--- src/resonant_pwm_defines.svh ---
// Offsets, field positions, reset values and timing counts for the
// resonant PWM edge timing block. Assumes inclusion by bare name only.
`ifndef RESONANT_PWM_DEFINES_SVH
`define RESONANT_PWM_DEFINES_SVH

// Register indices; the byte address on the bus is four times the index
`define SW_FREQ_IDX      8'h40
`define EDGE_TRIM7_IDX   8'h6F
`define PERIOD_IDX       8'h80
`define DEAD_IDX         8'h81
`define STATUS_IDX       8'h82

// Field positions
`define FREQ_FIELD_MSB   5
`define RESONANT_CODE    6'h3F
`define TRIM1_SIGN_BIT   7
`define TRIM1_MAG_LSB    4
`define TRIM2_SIGN_BIT   3
`define TRIM2_MAG_LSB    0

// Reset values
`define SW_FREQ_RST      8'h00
`define EDGE_TRIM7_RST   8'h00
`define PERIOD_RST       16'h00C8
`define DEAD_RST         16'h000A

// Timing: edges are counted in 5 ns ticks, the clock runs at 50 ns
`define CLK_PERIOD_NS    50
`define TICK_NS          5
`define TICKS_PER_CLK    (`CLK_PERIOD_NS / `TICK_NS)

// Bus answers
`define RESP_OKAY        2'h0
`define RESP_SLVERR      2'h2

`endif

--- src/resonant_pwm_pkg.sv ---
// Types shared by the resonant PWM edge timing block.
// Assumes nothing of its surroundings.
`default_nettype none
package resonant_pwm_pkg;

  // One edge trim field: sign and magnitude in 5 ns ticks
  typedef struct packed {
    logic       neg;
    logic [2:0] mag;
  } edge_trim_t;

  // Which half of the switching cycle the counter is in
  typedef enum logic {
    HALF_FIRST  = 1'b0,
    HALF_SECOND = 1'b1
  } half_t;

endpackage
`default_nettype wire

--- src/resonant_pwm_edge_timing.sv ---
// Resonant-mode PWM generator: four drive outputs with two trimmed edges.
// Assumes an AXI4-Lite master on the one 20 MHz clock, synchronous reset.
//
// Contract
// - Trim byte bit 7: first edge sign
// - Bits 6:4: first edge magnitude, 5 ns steps
// - Bits 3, 2:0: second edge sign, magnitude
// - Resonant mode: fixed duty, varying period
// - Drives A, B only in first half
// - Drives C, D only in second half
// - Bits 5:0 frequency field; all-ones means resonant
// - Edges delayed from cycle start, 5 ns units
//
// Register access over AXI4-Lite was left to the implementer.
`include "resonant_pwm_defines.svh"
`default_nettype none
module resonant_pwm_edge_timing
  import resonant_pwm_pkg::*;
#(
  parameter int unsigned CW = 16
)(
  input  wire logic        ref_clk_i,
  input  wire logic        sys_rst_i,
  input  wire logic [11:0] s_axi_awaddr_i,
  input  wire logic        s_axi_awvalid_i,
  output logic             s_axi_awready_o,
  input  wire logic [31:0] s_axi_wdata_i,
  input  wire logic [3:0]  s_axi_wstrb_i,
  input  wire logic        s_axi_wvalid_i,
  output logic             s_axi_wready_o,
  output logic [1:0]       s_axi_bresp_o,
  output logic             s_axi_bvalid_o,
  input  wire logic        s_axi_bready_i,
  input  wire logic [11:0] s_axi_araddr_i,
  input  wire logic        s_axi_arvalid_i,
  output logic             s_axi_arready_o,
  output logic [31:0]      s_axi_rdata_o,
  output logic [1:0]       s_axi_rresp_o,
  output logic             s_axi_rvalid_o,
  input  wire logic        s_axi_rready_i,
  output logic             drive_a_o,
  output logic             drive_b_o,
  output logic             drive_c_o,
  output logic             drive_d_o,
  output logic             resonant_active_o
);

  localparam logic [CW-1:0] TPC = CW'(`TICKS_PER_CLK);

  // Byte address of a register index
  function automatic logic [11:0] byte_addr(input logic [7:0] idx);
    byte_addr = {2'b00, idx, 2'b00};
  endfunction

  // Nominal edge moved by a trim; negative saturates at the cycle start
  function automatic logic [CW-1:0] trim_edge(input logic [CW-1:0] nom,
                                              input edge_trim_t t);
    logic [CW-1:0] m;
    m = {{(CW-3){1'b0}}, t.mag};
    if (t.neg)
      trim_edge = (nom > m) ? nom - m : '0;
    else
      trim_edge = nom + m;
  endfunction

  logic [7:0]    sw_freq_q;
  logic [7:0]    edge_trim7_q;
  logic [CW-1:0] period_q;
  logic [CW-1:0] dead_q;
  logic [CW-1:0] cnt_q;
  logic [CW-1:0] cnt_d;
  logic          awready_q;
  logic          wready_q;
  logic          bvalid_q;
  logic [1:0]    bresp_q;
  logic          arready_q;
  logic          rvalid_q;
  logic [1:0]    rresp_q;
  logic [31:0]   rdata_q;
  logic          drv_a_q;
  logic          drv_b_q;
  logic          drv_c_q;
  logic          drv_d_q;
  logic          res_q;

  // Bus decode
  wire wr_hs   = awready_q & s_axi_awvalid_i & s_axi_wvalid_i;
  wire rd_hs   = arready_q & s_axi_arvalid_i;
  wire wr_freq = wr_hs & (s_axi_awaddr_i == byte_addr(`SW_FREQ_IDX));
  wire wr_trim = wr_hs & (s_axi_awaddr_i == byte_addr(`EDGE_TRIM7_IDX));
  wire wr_per  = wr_hs & (s_axi_awaddr_i == byte_addr(`PERIOD_IDX));
  wire wr_dead = wr_hs & (s_axi_awaddr_i == byte_addr(`DEAD_IDX));
  wire wr_hit  = wr_freq | wr_trim | wr_per | wr_dead;

  // Mode and trim field decode
  wire        resonant_w = (sw_freq_q[`FREQ_FIELD_MSB:0] == `RESONANT_CODE);
  edge_trim_t trim1_w;
  edge_trim_t trim2_w;
  assign trim1_w = {edge_trim7_q[`TRIM1_SIGN_BIT],
                    edge_trim7_q[`TRIM1_MAG_LSB +: 3]};
  assign trim2_w = {edge_trim7_q[`TRIM2_SIGN_BIT],
                    edge_trim7_q[`TRIM2_MAG_LSB +: 3]};

  // Cycle timing in 5 ns ticks; the counter steps ten ticks per clock, so
  // edges land on the first clock at or past their tick (50 ns granularity)
  wire [CW-1:0] mid_w    = period_q >> 1;
  wire [CW-1:0] cnt_nx_w = cnt_q + TPC;
  wire          wrap_w   = cnt_nx_w >= period_q;
  half_t        half_w;
  assign half_w   = (cnt_q < mid_w) ? HALF_FIRST : HALF_SECOND;
  assign cnt_d    = (!resonant_w || wrap_w) ? '0 : cnt_nx_w;
  wire [CW-1:0] edge_a_w = trim_edge(dead_q, trim1_w);
  wire [CW-1:0] edge_c_w = mid_w + trim_edge(dead_q, trim2_w);
  wire [CW-1:0] edge_d_w = mid_w + dead_q;
  wire first_w  = resonant_w && (half_w == HALF_FIRST);
  wire second_w = resonant_w && (half_w == HALF_SECOND);
  wire a_w = first_w  && (cnt_q >= edge_a_w);
  wire b_w = first_w  && (cnt_q >= dead_q);
  wire c_w = second_w && (cnt_q >= edge_c_w);
  wire d_w = second_w && (cnt_q >= edge_d_w);

  // Read mux; unmapped reads answer zero with SLVERR
  wire [11:0] ra = s_axi_araddr_i;
  wire        rd_hit = (ra == byte_addr(`SW_FREQ_IDX)) || (ra == byte_addr(`EDGE_TRIM7_IDX))
                    || (ra == byte_addr(`PERIOD_IDX)) || (ra == byte_addr(`DEAD_IDX))
                    || (ra == byte_addr(`STATUS_IDX));
  wire [31:0] rd_w =
      (ra == byte_addr(`SW_FREQ_IDX))    ? {24'h00_0000, sw_freq_q} :
      (ra == byte_addr(`EDGE_TRIM7_IDX)) ? {24'h00_0000, edge_trim7_q} :
      (ra == byte_addr(`PERIOD_IDX))     ? {{(32-CW){1'b0}}, period_q} :
      (ra == byte_addr(`DEAD_IDX))       ? {{(32-CW){1'b0}}, dead_q} :
      (ra == byte_addr(`STATUS_IDX))     ? {14'h0000, res_q, half_w, cnt_q} :
                                           32'h0000_0000;

  // Write channel: ready one cycle after both valids, response after
  always_ff @(posedge ref_clk_i)
  begin
    if (sys_rst_i)
    begin
      awready_q <= 1'b0;
      wready_q  <= 1'b0;
      bvalid_q  <= 1'b0;
      bresp_q   <= `RESP_OKAY;
    end
    else
    begin
      awready_q <= s_axi_awvalid_i & s_axi_wvalid_i & ~awready_q & ~bvalid_q;
      wready_q  <= s_axi_awvalid_i & s_axi_wvalid_i & ~awready_q & ~bvalid_q;
      if (wr_hs)
      begin
        bvalid_q <= 1'b1;
        bresp_q  <= wr_hit ? `RESP_OKAY : `RESP_SLVERR;
      end
      else if (s_axi_bready_i)
        bvalid_q <= 1'b0;
    end
  end

  // Register file; byte lane 0 carries the 8-bit registers
  always_ff @(posedge ref_clk_i)
  begin
    if (sys_rst_i)
    begin
      sw_freq_q    <= `SW_FREQ_RST;
      edge_trim7_q <= `EDGE_TRIM7_RST;
      period_q     <= `PERIOD_RST;
      dead_q       <= `DEAD_RST;
    end
    else
    begin
      if (wr_freq && s_axi_wstrb_i[0])
        sw_freq_q <= s_axi_wdata_i[7:0];
      if (wr_trim && s_axi_wstrb_i[0])
        edge_trim7_q <= s_axi_wdata_i[7:0];
      if (wr_per && (s_axi_wstrb_i[1:0] == 2'b11))
        period_q <= s_axi_wdata_i[CW-1:0];
      if (wr_dead && (s_axi_wstrb_i[1:0] == 2'b11))
        dead_q <= s_axi_wdata_i[CW-1:0];
    end
  end

  // Read channel
  always_ff @(posedge ref_clk_i)
  begin
    if (sys_rst_i)
    begin
      arready_q <= 1'b0;
      rvalid_q  <= 1'b0;
      rresp_q   <= `RESP_OKAY;
      rdata_q   <= 32'h0000_0000;
    end
    else
    begin
      arready_q <= s_axi_arvalid_i & ~arready_q & ~rvalid_q;
      if (rd_hs)
      begin
        rvalid_q <= 1'b1;
        rdata_q  <= rd_w;
        rresp_q  <= rd_hit ? `RESP_OKAY : `RESP_SLVERR;
      end
      else if (s_axi_rready_i)
        rvalid_q <= 1'b0;
    end
  end

  // Cycle counter and registered drives; outputs lag the counter one clock
  always_ff @(posedge ref_clk_i)
  begin
    if (sys_rst_i)
    begin
      cnt_q   <= '0;
      drv_a_q <= 1'b0;
      drv_b_q <= 1'b0;
      drv_c_q <= 1'b0;
      drv_d_q <= 1'b0;
      res_q   <= 1'b0;
    end
    else
    begin
      cnt_q   <= cnt_d;
      drv_a_q <= a_w;
      drv_b_q <= b_w;
      drv_c_q <= c_w;
      drv_d_q <= d_w;
      res_q   <= resonant_w;
    end
  end

  assign s_axi_awready_o   = awready_q;
  assign s_axi_wready_o    = wready_q;
  assign s_axi_bvalid_o    = bvalid_q;
  assign s_axi_bresp_o     = bresp_q;
  assign s_axi_arready_o   = arready_q;
  assign s_axi_rvalid_o    = rvalid_q;
  assign s_axi_rresp_o     = rresp_q;
  assign s_axi_rdata_o     = rdata_q;
  assign drive_a_o         = drv_a_q;
  assign drive_b_o         = drv_b_q;
  assign drive_c_o         = drv_c_q;
  assign drive_d_o         = drv_d_q;
  assign resonant_active_o = res_q;

  // Checks on the timing core
  property p_first_half;
    @(posedge ref_clk_i) disable iff (sys_rst_i)
      (drive_a_o || drive_b_o) |-> $past(cnt_q) < $past(mid_w);
  endproperty
  a_first_half: assert property (p_first_half) else $error("A/B high outside first half");

  property p_second_half;
    @(posedge ref_clk_i) disable iff (sys_rst_i)
      (drive_c_o || drive_d_o) |-> $past(cnt_q) >= $past(mid_w);
  endproperty
  a_second_half: assert property (p_second_half) else $error("C/D high outside second half");

  property p_mode_off;
    @(posedge ref_clk_i) disable iff (sys_rst_i)
      !resonant_w [*2] |-> !(drive_a_o || drive_b_o || drive_c_o || drive_d_o);
  endproperty
  a_mode_off: assert property (p_mode_off) else $error("Drive active outside resonant mode");

  property p_mode_code;
    @(posedge ref_clk_i) disable iff (sys_rst_i)
      (sw_freq_q[5:0] == 6'h3F) |=> resonant_active_o;
  endproperty
  a_mode_code: assert property (p_mode_code) else $error("Code 0x3F did not select resonant");

  property p_trim1_pos;
    @(posedge ref_clk_i) disable iff (sys_rst_i)
      !edge_trim7_q[7] |-> edge_a_w == dead_q + CW'(edge_trim7_q[6:4]);
  endproperty
  a_trim1_pos: assert property (p_trim1_pos) else $error("First edge positive trim wrong");

  property p_trim1_neg;
    @(posedge ref_clk_i) disable iff (sys_rst_i)
      (edge_trim7_q[7] && dead_q > CW'(edge_trim7_q[6:4]))
        |-> edge_a_w == dead_q - CW'(edge_trim7_q[6:4]);
  endproperty
  a_trim1_neg: assert property (p_trim1_neg) else $error("First edge negative trim wrong");

  property p_trim2;
    @(posedge ref_clk_i) disable iff (sys_rst_i)
      !edge_trim7_q[3] |-> edge_c_w == mid_w + dead_q + CW'(edge_trim7_q[2:0]);
  endproperty
  a_trim2: assert property (p_trim2) else $error("Second edge trim wrong");

  property p_tick_step;
    @(posedge ref_clk_i) disable iff (sys_rst_i)
      (resonant_w && cnt_q != '0) |-> cnt_q == $past(cnt_q) + TPC;
  endproperty
  a_tick_step: assert property (p_tick_step) else $error("Counter did not step ten ticks");

  property p_early_edge;
    @(posedge ref_clk_i) disable iff (sys_rst_i)
      ($past(edge_trim7_q[7]) && $rose(drive_b_o)) |-> drive_a_o;
  endproperty
  a_early_edge: assert property (p_early_edge) else $error("Negative trim not earlier");

endmodule
`default_nettype wire

--- config.mk ---
export PLATFORM = sky130hd
export DESIGN_NAME = resonant_pwm_edge_timing
export DESIGN_NICKNAME = d
export VERILOG_FILES = /design/src/resonant_pwm_pkg.sv /design/src/resonant_pwm_edge_timing.sv
export VERILOG_INCLUDE_DIRS = /design/src
export SDC_FILE = /design/constraint.sdc
export NUM_CORES = 1
export LEC_CHECK = 0
export ABC_AREA = 1
export BUFFER_PORTS_ARGS = -buffer_cell sky130_fd_sc_hd__buf_2
export CAP_MARGIN = 20
export CORE_MARGIN = 10
export CORE_UTILIZATION = 35
export CTS_CLUSTER_DIAMETER = 150
export DETAILED_ROUTE_END_ITERATION = 10
export PLACE_DENSITY = 0.57
export SLEW_MARGIN = 20
export SYNTH_ARGS = -nofsm -noshare
export SYNTH_HDL_FRONTEND = slang
export SYNTH_SLANG_ARGS = --single-unit
export TNS_END_PERCENT = 1
--- constraint.sdc ---
create_clock -name ref_clk_i -period 4.87 [get_ports ref_clk_i]
set_input_delay 0.974 -clock ref_clk_i [delete_from_list [all_inputs] [get_ports ref_clk_i]]
set_output_delay 0.974 -clock ref_clk_i [all_outputs]
set_load 0.01 [all_outputs]
==> impl_results.md <==
- Run status: completed
- Summed instance area of the synthesized netlist: ~9000 um^2
- Commonest cells in the synthesized netlist: 196 x nand2_1, 148 x inv_1, 136 x a21oi_1, 132 x ha_1, 104 x nor2_1
- First-pass GRT wire length: 46400 um
- Clock power share: 0.462
- Clock-pin slew reported for the worst setup and hold paths after clock tree synthesis: 0.07 ns
- Post-Synth Adder-Cell Area: 0.1919
- Starting density of the core: 0.3552
- Top cell type by total area after synthesis: dfxtp_1
- Post-synthesis instance total: 1287
- Final Skew: 0.007994 ns
- Total of endpoints with negative setup slack in the final report: 0
- Hpwl dp: 23380 um
- Core ar.: 25980 um^2
- NetSw: 0.0003788 W
- Final layout net count: 1558
- Pins over their slew limit: 0
- Parity-gate share of the synthesized area counting xor and xnor cells: 0.05883
- I/O pin count: ~110
- Proportion of synthesized flip-flops having asynchronous set or reset: 0
- Met1 routed wirelength after detailed routing: between 10000 and 15000 um
- Worst-skew pair later-pin latency: approximately 0.35 ns
- Detailed-routed wire length on met2: 13980 um
- Share of Yosys cell area claimed by the top area cell type: 0.1995
- Final hold violations: 0
- Largest incremental delay on the critical path: 0.39 ns
- Count of buffering cells on the critical path with inverters included: 4
- Total clock sinks: 92
- Die footprint: 33270 um^2
- Main combinational cell family by area after synthesis: simple AND/OR/NAND/NOR gates
- Maximum fanout along the worst path: 5
- Layout filler cell count: 2822
- Arrival time at the worst endpoint: 4.63 ns
- Sequential cell area fraction in the yosys report: 0.1995
- Pin count of the biggest net entering global routing: 36
- Total wirelength of the detailed-routed design: 29100 um
- Highest routed layer: met4
- Part of the power in combinational logic: 0.054
- Total area of sequential cells: 1842 um^2
- All-layer global routing usage: 0.1719
- Antenna diode count: 0
- Total number of placement rows: 59
- Complex-gate fraction of the synthesized area: 0.2044
- Switching Fraction: 0.2416
- Unrepaired setup endpoints after global routing: no
- Proportion of layout cells with a drive suffix above 1: 0.1384
- MaxCap Viol Count: 0
- Worst slew margin relative to its limit: 0.2906
- TritonCTS clock tree: built
- CP endpoint kind: flip-flop
- Vias per cell: approximately 5.2
- Detailed-routed wire length on met3: 1203 um
- Number of flops mapped to enable cells by yosys: 0
- Leak pwr: 4.817 nW
- Share of cell area taken by muxes after synthesis: 0
- Avg Synthesized Cell Area: between 7 and 8 um^2
- Height of the die: roughly 180 um
- Max IR drop VDD: between 0.15 and 0.2 mV
- Cell internal pwr: 0.001189 W
- Master of the slowest instance on the critical path: fa_1
- Timing-limited maximum frequency: about 230 MHz
- Class of the tightest hold or removal check: reg2reg
- Number of global-route vias before repair: 8775
- Synth warn: 0
- Number of routed nets with antenna violations: 0
- TritonCTS buffer count: 9
- Cell types occupying the most area after synthesis: dfxtp_1 20%, ha_1 18%, nand2_1 8.0%, a21oi_1 7.4%, inv_1 6.0%
- Area of the multi-input gates: 6461 um^2
- Clock H-tree levels: 3
- Remaining global-route overflow: 0
- Avg WL per Cell: 17.19 um
- Critical Path RT: 5.16 ns
- Port Buf Inserts: 78
- Clock Tree Root: clkbuf_16
- Worst reg2reg startpoint: dead_q[0]
- #FFs+latches synth: 92
- Cell with the most instances after synthesis: nand2_1
- Antenna violations before repair: 0
- Via Count: 8832
- First-pass DRT Iterations: 5
- Synth-to-layout area growth: 10.09%
- Largest delay share family, worst path: simple AND/OR/NAND/NOR gates
- Die span in x: 182.4 um
- Worst slew pin tran: 1.058 ns
- Path type of the worst setup path: reg2reg
- CP startpoint: dead_q[0]
- Hold slack: 0.4473 ns
- Type of origin of the critical path: flip-flop
- Distinct cell type count of the synthesized netlist: 62
- Crit path time final: around 4.3 ns
- Routability cong.: 0.8940
- Post-route DRC: 0
- Simple-gate area share of the yosys netlist: 0.2371
- Final period util: 0.8918
- Synth Flop Type: dfxtp_1
- Total power: 0.001568 W
- Quantity of hold-fixing buffers added after cts: 0
- Sequential Power Share: 0.484
- Total negative slack for setup checks: 0 ns
- Initial DRC count: 541
- Origin of the worst min-delay path: s_axi_bvalid_o
- Power per standard cell area: 154.3 nW/um^2
- CTS max path bufs: 2
## state kept, by name (all words and copies together) (netlist names)
signal	cells
s_axi_rdata_o	18
dead_q	16
period_q	16
cnt_q	15
edge_trim7_q	8
sw_freq_q	8
drive_a_o	1
drive_b_o	1
drive_c_o	1
drive_d_o	1
resonant_active_o	1
s_axi_arready_o	1
s_axi_bresp_o	1
s_axi_bvalid_o	1
s_axi_rresp_o	1
s_axi_rvalid_o	1
s_axi_wready_o	1
## path summary, 6_finish.rpt
path	endpoint	slack, ns	cells after the start
worst min register to register	s_axi_wready_o	0.45	1
worst max-delay path	drive_c_o	0.53	26
worst min-delay path	s_axi_wready_o	0.45	1
worst max register to register	drive_c_o	0.53	26
## per-stage QoR
step | std cells | setup slack [ns] | area (um^2) | util
3_5_place_dp | 1676 | 0.2944 | 9848 | 0.3790
4_1_cts | 1692 | 0.2864 | 10140 | 0.3903
5_1_grt | 1693 | 0.003203 | 10160 | 0.3910
6_report | 1693 | 0.5269 | 10160 | 0.3910
2_1_floorplan | 1302 | 1.085 | 9286 | -
3_3_place_gp | 1676 | 0.3453 | 9848 | 0.3790
## cell usage in the layout, fill, tap and decap left out, types with 7 or more instances in the layout
cell       instances
o21ai_1           13
nor3_1            19
xnor2_1           12
nor2_1           104
nand2_2            7
buf_4             14
o2111ai_1          9
dfxtp_1           92
inv_1            147
nand2_1          195
conb_1            16
a21oi_1          135
o21ai_0           78
o211ai_1          11
a211oi_1          24
nand4_1           21
o22ai_1           14
xor2_1            50
inv_2             16
buf_2             78
ha_1             132
nand3_1           52
nor2_4            10
clkbuf_16          9
## routing by layer
| metal | up-vias | GRT usage |
|---|---|---|
| li1 | 4509 | - |
| met1 | 4094 | 0.2151 |
| met2 | 197 | 0.3016 |
| met3 | 32 | 0.02671 |
| met4 | 0 | 0.03938 |
| met5 | - | 0 |
## layout make-up
class / count / area share
tap: 335 / 0.04125
clock inverter: 4 / 0.005664
clock buffer: 12 / 0.02327
inverter: 171 / 0.06391
multi-input combinational: 987 / 0.6359
timing repair buffer: 92 / 0.04876
sequential: 92 / 0.1813
## cell families after synthesis
| family | after synthesis |
|---|---|
| buffers and inverters | 223 |
| other | 1 |
| XOR/XNOR | 62 |
| AO/OA/AOI/OAI | 320 |
| AND/OR/NAND/NOR | 451 |
| adder cells (fa/ha/maj) | 138 |
| flip-flops | 92 |
## power groups by stage
stage               combinational [W]  sequential (W)  clock (W)
floorplan                   0.0000474        0.000778          0
global placement            0.0000833        0.000776          0
detailed placement          0.0000841        0.000776          0
CTS                         0.0000844        0.000759   0.000738
global route                0.0000942        0.000759   0.000766
finish                      0.0000849        0.000759   0.000724
## what timing repair did
item | CTS | global route
endpoints found under the setup margin | 0 | 1
resized for setup | 0 | 3
buffers inserted | 0 | 1
endpoints found under the hold margin | 0 | 0
(Power assumes the default switching activity.)
